### config.mk
export PLATFORM = sky130hd
export DESIGN_NAME = rcf_top
export DESIGN_NICKNAME = d
export VERILOG_FILES = /design/src/core/rcf_pkg.sv /design/src/core/rcf_dec_if.sv /design/src/core/rcf_decoder.sv /design/src/core/rcf_top.sv
export SDC_FILE = /design/constraint.sdc
export NUM_CORES = 1
export LEC_CHECK = 0
export BUFFER_PORTS_ARGS = -buffer_cell sky130_fd_sc_hd__buf_2
export CORE_UTILIZATION = 41
export CTS_CLUSTER_DIAMETER = 100
export DETAILED_ROUTE_END_ITERATION = 8
export GPL_TIMING_DRIVEN = 0
export SETUP_SLACK_MARGIN = 0.02
export SLEW_MARGIN = 15
export SYNTH_ARGS = -nofsm -noshare
export SYNTH_HDL_FRONTEND = slang
export SYNTH_SLANG_ARGS = --single-unit
### constraint.sdc
create_clock -name clock -period 3.85 [get_ports clock]
set_input_delay 0.1925 -clock clock [delete_from_list [all_inputs] [get_ports clock]]
set_output_delay 0.1925 -clock clock [all_outputs]
set_load 0.02 [all_outputs]
### src/core/rcf_pkg.sv
/*
 * rcf_pkg: shared constants of the channel frequency select block.
 * Assumes a single 10 MHz clock domain; frequencies are in 100 kHz units.
 */
package rcf_pkg;
	// register offsets
	localparam logic [7:0] OFS_CHANNEL_CCA = 8'h08;
	localparam logic [7:0] OFS_FINE_CHANNEL = 8'h14;
	localparam logic [7:0] OFS_BAND_SELECT = 8'h15;
	localparam logic [7:0] OFS_STATUS = 8'h16;
	// field positions
	localparam int CHANNEL_MSB = 4;
	localparam int CHANNEL_LSB = 0;
	localparam int BAND_MSB = 2;
	localparam int BAND_LSB = 0;
	localparam int STAT_VALID_BIT = 0;
	localparam int STAT_TX_BIT = 1;
	// reset values
	localparam logic [7:0] RST_CHANNEL_CCA = 8'h00;
	localparam logic [7:0] RST_FINE_CHANNEL = 8'h00;
	localparam logic [7:0] RST_BAND_SELECT = 8'h00;
	// frequency width in 100 kHz units (max 935.0 MHz = 9350)
	localparam int FREQ_W = 14;
	localparam logic [13:0] RST_FREQ = 14'h0000;
	// band bases and steps, 100 kHz units
	localparam logic [13:0] EU_CHANNEL_FREQ = 14'd8683;
	localparam logic [13:0] NA_BASE_FREQ = 14'd9060;
	localparam logic [13:0] NA_STEP = 14'd20;
	localparam logic [4:0] NA_LAST_CHANNEL = 5'h0a;
	localparam logic [13:0] BAND1_BASE = 14'd7690;
	localparam logic [13:0] BAND2_BASE = 14'd8570;
	localparam logic [13:0] BAND3_BASE = 14'd9030;
	localparam logic [13:0] BAND4_BASE = 14'd7690;
	localparam logic [13:0] BAND5_BASE = 14'd8330;
	localparam logic [13:0] BAND6_BASE = 14'd9020;
	localparam logic [13:0] FINE_STEP = 14'd1;
	localparam logic [13:0] COARSE_STEP = 14'd10;
	localparam logic [7:0] BAND4_MAX = 8'h5e;
	localparam logic [7:0] BAND5_MAX = 8'h66;
	// receive/idle offset below the carrier: 1 MHz
	localparam logic [13:0] RX_OFFSET = 14'd10;
endpackage : rcf_pkg

### src/core/rcf_dec_if.sv
/*
 * rcf_dec_if: carries the channel fields into the decoder and the
 * decoded carrier back. Assumes both ends share one clock domain.
 */
`timescale 1ns/1ps
`default_nettype none
interface rcf_dec_if;
	logic [2:0] band_selector;
	logic [7:0] fine_channel_number;
	logic [4:0] channel;
	logic [13:0] carrier;
	logic valid;

	modport dec (
		input band_selector,
		input fine_channel_number,
		input channel,
		output carrier,
		output valid
	);
	modport user (
		output band_selector,
		output fine_channel_number,
		output channel,
		input carrier,
		input valid
	);
endinterface : rcf_dec_if
`default_nettype wire

### src/core/rcf_decoder.sv
/*
 * rcf_decoder: purely combinational band/channel to carrier decode.
 * Assumes the fields are stable registers of the top module.
 */
`timescale 1ns/1ps
`default_nettype none
module rcf_decoder (
	rcf_dec_if.dec dif // channel fields in, carrier out
);
	// base plus step times number, cut to frequency width
	function automatic logic [13:0] lin_freq(input logic [13:0] base,
		input logic [13:0] step, input logic [7:0] num);
		logic [21:0] prod;
		prod = 22'(step) * 22'(num);
		return base + prod[13:0];
	endfunction

	wire logic [4:0] ch = dif.channel;
	wire logic [7:0] num = dif.fine_channel_number;
	wire logic [7:0] na_idx = {3'h0, ch - 5'h01};
	// band 0 ignores the fine number entirely
	wire logic ch_valid = (ch <= rcf_pkg::NA_LAST_CHANNEL); // [RQ11]
	wire logic [13:0] band0_freq = (ch == 5'h00) ?
		rcf_pkg::EU_CHANNEL_FREQ : // [RQ9]
		lin_freq(rcf_pkg::NA_BASE_FREQ, rcf_pkg::NA_STEP, na_idx); // [RQ10]

	// per-band formulas; band 7 reserved
	always_comb begin
		dif.carrier = rcf_pkg::RST_FREQ;
		dif.valid = 1'b1;
		case (dif.band_selector)
			3'h0: begin
				dif.carrier = band0_freq; // [RQ1]
				dif.valid = ch_valid; // [RQ11]
			end
			3'h1: dif.carrier = lin_freq(rcf_pkg::BAND1_BASE,
				rcf_pkg::FINE_STEP, num); // [RQ2]
			3'h2: dif.carrier = lin_freq(rcf_pkg::BAND2_BASE,
				rcf_pkg::FINE_STEP, num); // [RQ3]
			3'h3: dif.carrier = lin_freq(rcf_pkg::BAND3_BASE,
				rcf_pkg::FINE_STEP, num); // [RQ4]
			3'h4: begin
				dif.carrier = lin_freq(rcf_pkg::BAND4_BASE,
					rcf_pkg::COARSE_STEP, num); // [RQ5]
				dif.valid = (num <= rcf_pkg::BAND4_MAX); // [RQ5]
			end
			3'h5: begin
				dif.carrier = lin_freq(rcf_pkg::BAND5_BASE,
					rcf_pkg::COARSE_STEP, num); // [RQ6]
				dif.valid = (num <= rcf_pkg::BAND5_MAX); // [RQ6]
			end
			3'h6: dif.carrier = lin_freq(rcf_pkg::BAND6_BASE,
				rcf_pkg::FINE_STEP, num); // [RQ7]
			default: dif.valid = 1'b0; // [RQ14]
		endcase
	end
endmodule : rcf_decoder
`default_nettype wire

### src/core/rcf_top.sv
/*
 * rcf_top: channel configuration registers, carrier decode and the
 * synthesizer frequency with its calibration start pulse.
 * Assumes a synchronous register port and a level telling transmit.
 */
// Notes on behaviour
// [RQ1] band 0 takes carrier from the standard channel field, ignoring fine number
// [RQ2] band 1: 769.0 MHz plus 0.1 MHz per fine number, 0x00-0xFF
// [RQ3] band 2: 857.0 MHz plus 0.1 MHz per fine number, full range
// [RQ4] band 3: 903.0 MHz plus 0.1 MHz per fine number, full range
// [RQ5] band 4: 769 MHz plus 1 MHz per number, valid 0x00-0x5E
// [RQ6] band 5: 833 MHz plus 1 MHz per number, valid 0x00-0x66
// [RQ7] band 6: 902.0 MHz plus 0.1 MHz per fine number, full range
// [RQ8] standard channel field is bits 4:0 of register at 0x08
// [RQ9] band 0, channel 0 selects 868.3 MHz
// [RQ10] band 0, channel k 1..10 selects 906 MHz plus 2 MHz times (k-1)
// [RQ11] standard channel values above 0x0A are reserved and invalid
// [RQ12] any carrier change starts both calibration loops
// [RQ13] synthesizer 1 MHz below carrier except in transmit states
// [RQ14] band selector 7 is reserved and flagged invalid
// [RQ15] carrier is given as a count of 100 kHz units
`timescale 1ns/1ps
`default_nettype none
module rcf_top (
	input wire logic clock, // 10 MHz clock
	input wire logic rst_n, // async reset, active low
	input wire logic [7:0] reg_addr, // register offset
	input wire logic reg_wr, // write strobe
	input wire logic [7:0] reg_wdata, // write data
	input wire logic tx_state, // high in transmit states
	output logic [7:0] reg_rdata_ff, // read data, one cycle late
	output logic [13:0] carrier_ff, // decoded carrier, 100 kHz units
	output logic [13:0] synth_freq_ff, // synthesizer setting
	output logic freq_valid_ff, // selection defines a channel
	output logic cal_start_ff // pulse: start both calibrations
);
	logic [7:0] channel_cca_control_ff;
	logic [7:0] fine_channel_register_ff;
	logic [7:0] band_select_register_ff;
	logic [7:0] nxt_rdata;
	logic [13:0] nxt_carrier;
	logic [13:0] nxt_synth;
	logic nxt_cal;

	rcf_dec_if dif ();

	// write decode
	wire logic wr_cca = reg_wr && (reg_addr == rcf_pkg::OFS_CHANNEL_CCA);
	wire logic wr_fine = reg_wr && (reg_addr == rcf_pkg::OFS_FINE_CHANNEL);
	wire logic wr_band = reg_wr && (reg_addr == rcf_pkg::OFS_BAND_SELECT);

	// field extraction into the decoder
	assign dif.channel = channel_cca_control_ff[rcf_pkg::CHANNEL_MSB:
		rcf_pkg::CHANNEL_LSB]; // [RQ8]
	assign dif.fine_channel_number = fine_channel_register_ff;
	assign dif.band_selector = band_select_register_ff[rcf_pkg::BAND_MSB:
		rcf_pkg::BAND_LSB];

	rcf_decoder u_dec (
		.dif(dif.dec)
	);

	// configuration registers; upper cca bits kept as plain storage
	always_ff @(posedge clock or negedge rst_n) begin
		if (!rst_n) begin
			channel_cca_control_ff <= rcf_pkg::RST_CHANNEL_CCA;
			fine_channel_register_ff <= rcf_pkg::RST_FINE_CHANNEL;
			band_select_register_ff <= rcf_pkg::RST_BAND_SELECT;
		end else begin
			if (wr_cca) channel_cca_control_ff <= reg_wdata; // [RQ8]
			if (wr_fine) fine_channel_register_ff <= reg_wdata;
			if (wr_band) band_select_register_ff <= reg_wdata;
		end
	end

	// read mux; unmapped offsets read zero, band bits above 2:0 read zero
	always_comb begin
		nxt_rdata = 8'h00;
		case (reg_addr)
			rcf_pkg::OFS_CHANNEL_CCA: nxt_rdata = channel_cca_control_ff;
			rcf_pkg::OFS_FINE_CHANNEL: nxt_rdata = fine_channel_register_ff;
			rcf_pkg::OFS_BAND_SELECT:
				nxt_rdata = {5'h00, band_select_register_ff[2:0]};
			rcf_pkg::OFS_STATUS: begin
				nxt_rdata[rcf_pkg::STAT_VALID_BIT] = freq_valid_ff;
				nxt_rdata[rcf_pkg::STAT_TX_BIT] = tx_state;
			end
			default: nxt_rdata = 8'h00;
		endcase
	end

	// an invalid selection keeps the last good carrier rather than
	// steering the synthesizer to a reserved frequency
	assign nxt_carrier = dif.valid ? dif.carrier : carrier_ff; // [RQ14]
	// calibration only on a real carrier change, not the tx step
	assign nxt_cal = dif.valid && (dif.carrier != carrier_ff); // [RQ12]
	assign nxt_synth = tx_state ? nxt_carrier :
		nxt_carrier - rcf_pkg::RX_OFFSET; // [RQ13]

	// output registers; carrier and synthesizer in 100 kHz units
	always_ff @(posedge clock or negedge rst_n) begin
		if (!rst_n) begin
			reg_rdata_ff <= 8'h00;
			carrier_ff <= rcf_pkg::RST_FREQ;
			synth_freq_ff <= rcf_pkg::RST_FREQ;
			freq_valid_ff <= 1'b0;
			cal_start_ff <= 1'b0;
		end else begin
			reg_rdata_ff <= nxt_rdata;
			carrier_ff <= nxt_carrier; // [RQ15]
			synth_freq_ff <= nxt_synth; // [RQ13]
			freq_valid_ff <= dif.valid; // [RQ11]
			cal_start_ff <= nxt_cal; // [RQ12]
		end
	end
endmodule : rcf_top
`default_nettype wire

# Yosys cells after proc, flatten, opt, wreduce, memory -nomap -nowiden
# Cells that the tools add are included.
[op_classes]
add_sub_neg = 9
mul = 2
n_div = 0
magnitude_cmp = 3
eq_ne = 11
shift = 0
mux = 7
bitwise = 0
reduce_logical = 7
[op_table]
columns = ["operator", "n"]
rows = [
  ["14-bit one-hot mux with 7 select lines", 1],
  ["14-bit by 8-bit adder with 14-bit output (first input constant)", 3],
  ["14-bit two-way mux", 3],
  ["8-bit by 5-bit equality test with 1-bit output (second input constant)", 3],
  ["6-bit one-hot mux with 3 select lines", 1],
  ["8-bit by 7-bit less-or-equal comparator with 1-bit output (second input constant)", 2],
  ["13-bit by 12-bit adder with 14-bit output (first input constant)", 1],
  ["13-bit by 8-bit adder with 14-bit output (first input constant)", 1],
  ["14-bit by 12-bit adder with 14-bit output (first input constant)", 1],
  ["14-bit by 13-bit adder with 14-bit output (first input constant)", 1],
  ["14-bit inequality test", 1],
  ["14-bit by 4-bit subtractor with 14-bit output (second input constant)", 1],
  ["3-bit by 8-bit multiplier with 11-bit output (first input constant)", 1],
  ["3-bit equality test (second input constant)", 3],
  ["8-bit by 4-bit equality test with 1-bit output (second input constant)", 1],
  ["3-bit by 5-bit multiplier with 8-bit output (first input constant)", 1],
  ["2-bit one-hot mux with 4 select lines", 1],
  ["3-bit by 2-bit equality test with 1-bit output (second input constant)", 2],
  ["5-bit by 4-bit less-or-equal comparator with 1-bit output (second input constant)", 1],
  ["5-bit logical NOT", 1],
  ["5-bit by 1-bit subtractor with 5-bit output (second input constant)", 1],
  ["1-bit logical AND", 4],
  ["1-bit one-hot mux with 4 select lines", 1],
  ["4-bit OR reduction", 1],
  ["other kinds (2)", 2],
]
[word_totals]
regBits = 57
latch_bits = 0
ram_bits = 0
mem_bits_ro = 0
in_bits = 20
wordCells = 47
mem_count = 0

# Longest topological paths before layout
[logic_depth]
depth_word = 8
depth_mapped = 16
mapped_depth_nobuf = 15

# Hierarchy
# From an unflattened synthesis, not the netlist that was laid out.
[unflattened]
cells_unflattened = 496
area_unflattened_um2 = 4564.4
[modules_own_cells]
columns = ["mod", "n_inst", "cells_per_inst", "area_per_inst_um2"]
rows = [
  ["rcf_top", 1, 194, 2503.7],
  ["rcf_decoder", 1, 302, 2060.7],
]

# Worst setup path after synthesis
# Ideal clock, no wire load.
[synth_timing]
path_kind = "flip-flop to flip-flop"
start = "register channel_cca_control_ff[0]"
end = "register synth_freq_ff[13]"
setup_ns = 0.079
arrival_time_ns = 3.800
required_time_ns = 3.771
path_slack_ns = -0.029
stages_incl_launch_ff = 17
path_buffers = 1
period_less_slack_ns = 3.879
path_cell_list = "dfrtp_1 buf_2 inv_1 ha_1 nor3b_2 xor2_1 ha_1 fa_1 xnor2_1 and3_1 o21ai_1 a211oi_1 o311ai_1 o31ai_2 o221ai_2 nor4_2 xor2_1"
[synth_between]
elab_chain_len = 8
[synth_lines]
columns = ["element", "line_no", "rtl"]
rows = [
  ["from (decl)", "rcf_top.sv:37", "logic [7:0] channel_cca_control_ff;"],
  ["from (signal assigned)", "rcf_top.sv:66", "channel_cca_control_ff <= rcf_pkg::RST_CHANNEL_CCA;"],
  ["from (signal assigned)", "rcf_top.sv:70", "if (wr_cca) channel_cca_control_ff <= reg_wdata;"],
  ["5-bit by 1-bit subtractor with 5-bit output", "rcf_decoder.sv:20", "wire logic [7:0] na_idx = {3'h0, ch - 5'h01};"],
  ["3-bit by 5-bit multiplier with 8-bit output", "rcf_decoder.sv:14", "prod = 22'(step) * 22'(num);"],
  ["14-bit by 13-bit adder with 14-bit output", "rcf_decoder.sv:15", "return base + prod[13:0];"],
  ["14-bit two-way mux", "rcf_decoder.sv:23", "wire logic [13:0] band0_freq = (ch == 5'h00) ?"],
  ["14-bit one-hot mux with 7 select lines", "rcf_decoder.sv:31", "case (dif.band_selector)"],
  ["14-bit two-way mux (*)", "rcf_top.sv:94", "assign nxt_carrier = dif.valid ? dif.carrier : carrier_ff;"],
  ["14-bit by 4-bit subtractor with 14-bit output", "rcf_top.sv:98", "nxt_carrier - rcf_pkg::RX_OFFSET;"],
  ["14-bit two-way mux (*)", "rcf_top.sv:97", "assign nxt_synth = tx_state ? nxt_carrier :"],
  ["named net nxt_synth[13]", "rcf_top.sv:42", "logic [13:0] nxt_synth;"],
  ["to (signal assigned)", "rcf_top.sv:105", "synth_freq_ff <= rcf_pkg::RST_FREQ;"],
  ["to (signal assigned)", "rcf_top.sv:111", "synth_freq_ff <= nxt_synth;"],
  ["to (decl)", "rcf_top.sv:33", "output logic [13:0] synth_freq_ff,"],
]
# Mark *: on every way through the listed nets, which the timed path passes. The rest lies on a longest branch.
# A chain may end at the register's enable or synchronous reset.

# Worst setup path after layout
# Ends and elaborated chain as after synthesis.

==> out/metrics.yaml <==
pwr:
  p_leak_uw: 0.00250
  power_per_cell_area_nw_per_um2: 433
  peakVddDrop_v: 0.000252
  total_power_uw: 2390
  power.switching_uw: 971
  p_sw_share_pct: 40.6
  pwr-share-clk_pct: 16.8
  seqPwrFrac_pct: 31.9
  internal-power_uw: 1420
  power_frac_comb_pct: 51.3
final_layout:
  fill_cells: 1018
  drive_gt1_share_pct: 31.2
  diodes: 0
  fin_nets: 614
  stdcell_area_sq_um: 5530
  seq_area_sq_um: 1400
  multi_input_area_sq_um: 3220
  syn2layout_area_growth_pct: 19.6
yosys:
  synth_area_leaders: "dfrtp_1 30%, ha_1 7.9%, mux2_2 6.1%, xor2_1 5.7%, xnor2_1 3.6%"
  ys_seq_area_share_pct: 30.3
  ys_async_sr_fraction_pct: 100
  synth_flop_cell: "dfrtp_1"
  syn_area_sq_um: 4620
  synth_edf_count: 0
  ys_types: 90
  yosys_warnings: 0
  yosysMostFrequentCell: "dfrtp_1"
  synth_top_area_cell: "dfrtp_1"
  avgSynthCellArea_sq_um: 9.55
  synth_common_cells: "56 x dfrtp_1, 36 x nor2_1, 30 x xor2_1, 29 x ha_1, 25 x mux2_2"
  synth_top_area_share_pct: 30.3
  ys_ff_latch: 56
  netlist_instances: 484
  synth_nets: 535
global_route:
  grt-ovfl-total: 0
  first_global_vias: 3969
  grt_pass1_wl_microns: 20500
  grt_max_degree: 57
  antenna_found_initial: 0
  track_usage_pct: 22.7
timing:
  worstMarginPinSlew_ns: 0.989
  clock_skew_ns: 0.0133
  hold_viol_final: 0
  slew_headroom_pct: 33.6
  rsz0062_at_grt: "true"
  fin_ws_ns: -0.0212
  finalSetupViolCount: 1
  min_period_over_period_pct: 101
  final.min_clock_period_ns: 3.87
  max_freq_mhz: 258
  drv_slew: 0
hold_path:
  hold_path.class: "primary input to register"
  holdPathStages: 2
place:
  post_dp_cell_area_sq_um: 5100
  hpwl_microns: 9980
  place.gp.congestion: 0.898
  numPortBuffers: 56
routing:
  post-route-drc-count: 0
  via_count: 4089
  antenna_left: 0
  drt_iter0_markers: 271
  dr.pass1.iters: 5
  via_per_inst: 5.81
  wl_microns: 13100
  wl_per_cell_microns: 18.6
worst_setup_path:
  cp-end-kind: "register"
  crit_fanout: 8
  arrival_ns: 4.13
  worst_setup_path_start_kind: "register"
  reg2regPathDepth: 15
  crit_type: "register to register"
  required_ns: 4.11
die:
  dieHeight_microns: 108
  die_w_microns: 108
  ios: 58
  core_area_sq_um: 10900
  rows: 38
  die_area_sq_um: 11700
  start_util_pct: 42.4
job:
  max_cap_violations: 0
status:
  status: "finished with violations"
  violations: "setup timing"
clocking:
  clk_latency_ns: 0.33
  ctsHtreeMaxLevel: 2
  clock_path_buffers: 2
  cts_tree: "done"
  clkSinkCount: 56
  cts-root-buf: "clkbuf_8"
  cts_buffers: 5
  clkTransAtPathRegs_ns: 0.11
## power by group through the flow
| stage | logic [uW] | registers (uW) | clock network (uW) |
|---|---|---|---|
| floorplan | 664 | 883 | 0 |
| global placement | 1040 | 773 | 0 |
| detailed placement | 1060 | 776 | 0 |
| CTS | 1100 | 765 | 408 |
| global route | 1320 | 779 | 425 |
| finish | 1230 | 764 | 402 |
## repair_timing
action,4_1_cts,5_1_grt
hold buffers,1,0
endpoints found under the hold margin,56,0
pin swaps,5,15
gates resized for setup,16,19
cloned,0,0
setup endpoints to repair,10,9
setup buffers,2,14
## per-stage QoR
stage | setup TNS, ns | hold WS (ns) | worst slack [ns] | instances | utilization, %
after floorplan | 0 | -0.103 | 0.0701 | 484 | -
after global placement | -2.71 | 0.446 | -0.502 | 680 | 46.8
after detailed placement | -2.96 | 0.288 | -0.496 | 680 | 46.9
after CTS | 0 | 0.118 | 0.0305 | 691 | 48.9
after global routing | -0.549 | 0.121 | -0.189 | 704 | 50.8
final | -0.0212 | 0.122 | -0.0212 | 704 | 50.8
## cell type report
class / instances / share of cell area, %
sequential: 56 / 25.4
clock buffer: 5 / 1.24
clock inverter: 3 / 0.837
inverter: 19 / 1.34
tap: 140 / 3.17
multi-input combinational: 386 / 58.3
buffer: 23 / 2.35
timing repair buffer: 72 / 7.33
## critical path: stages (launching register included)
cell      delay [ns]
dfrtp_1         0.39
buf_6           0.14
nor3_4          0.22
xor2_2          0.20
ha_1            0.27
ha_2            0.21
fa_2            0.46
xnor2_4         0.23
and3_4          0.21
o21ai_2         0.05
a211oi_2        0.33
o311ai_4        0.18
o31ai_4         0.30
o221ai_2        0.15
nor4_2          0.29
xor2_1          0.16
## state kept, by name, indices dropped and copies added, names as in the netlist
signal,cells
band_select_register_ff,3
cal_start_ff,1
carrier_ff,13
channel_cca_control_ff,8
dif.fine_channel_number,8
freq_valid_ff,1
reg_rdata_ff,8
synth_freq_ff,14
## final timing paths
path | start | endpoint | slack [ns]
min | reg_wdata[4] | channel_cca_control_ff[4] | 0.12
max | channel_cca_control_ff[0] | synth_freq_ff[13] | -0.02
max reg2reg | channel_cca_control_ff[0] | synth_freq_ff[13] | -0.02
max in group asynchronous | rst_n | dif.fine_channel_number[3] | 2.88
min reg2reg | channel_cca_control_ff[6] | reg_rdata_ff[6] | 0.52
min in group asynchronous | rst_n | synth_freq_ff[10] | 0.44
## placed cells by master (no fill, tap or decap), drive strengths merged, types with 11 or more instances in the layout
cell and count:
a211oi 11, a21oi 18, buf 91, dfrtp 56, ha 29, inv 19
mux2 27, nand2 25, nand3 11, nor2 36, nor3 22, o21ai 20
xnor2 19, xor2 30
## per-layer routing
layer / global-route usage, % / vias up / wire [microns]
li1: - / 1956 / -
met1: 31.5 / 1994 / 6120
met2: 37.6 / 120 / 6230
met3: 2.29 / 19 / 529
met4: 6.16 / 0 / 220
met5: 0 / - / 0
## kinds of logic after synthesis
kind of cell | Yosys count | synth area share (%)
xor gates and xnor gates | 50 | 9.78
buffers and inverters | 42 | 4.17
muxes | 33 | 7.96
and+or+nand+nor | 147 | 18.2
adders and majority gates | 31 | 8.72
DFF | 56 | 30.3
AOI/OAI and AO/OA | 125 | 20.9
(Power assumes the default switching activity.)
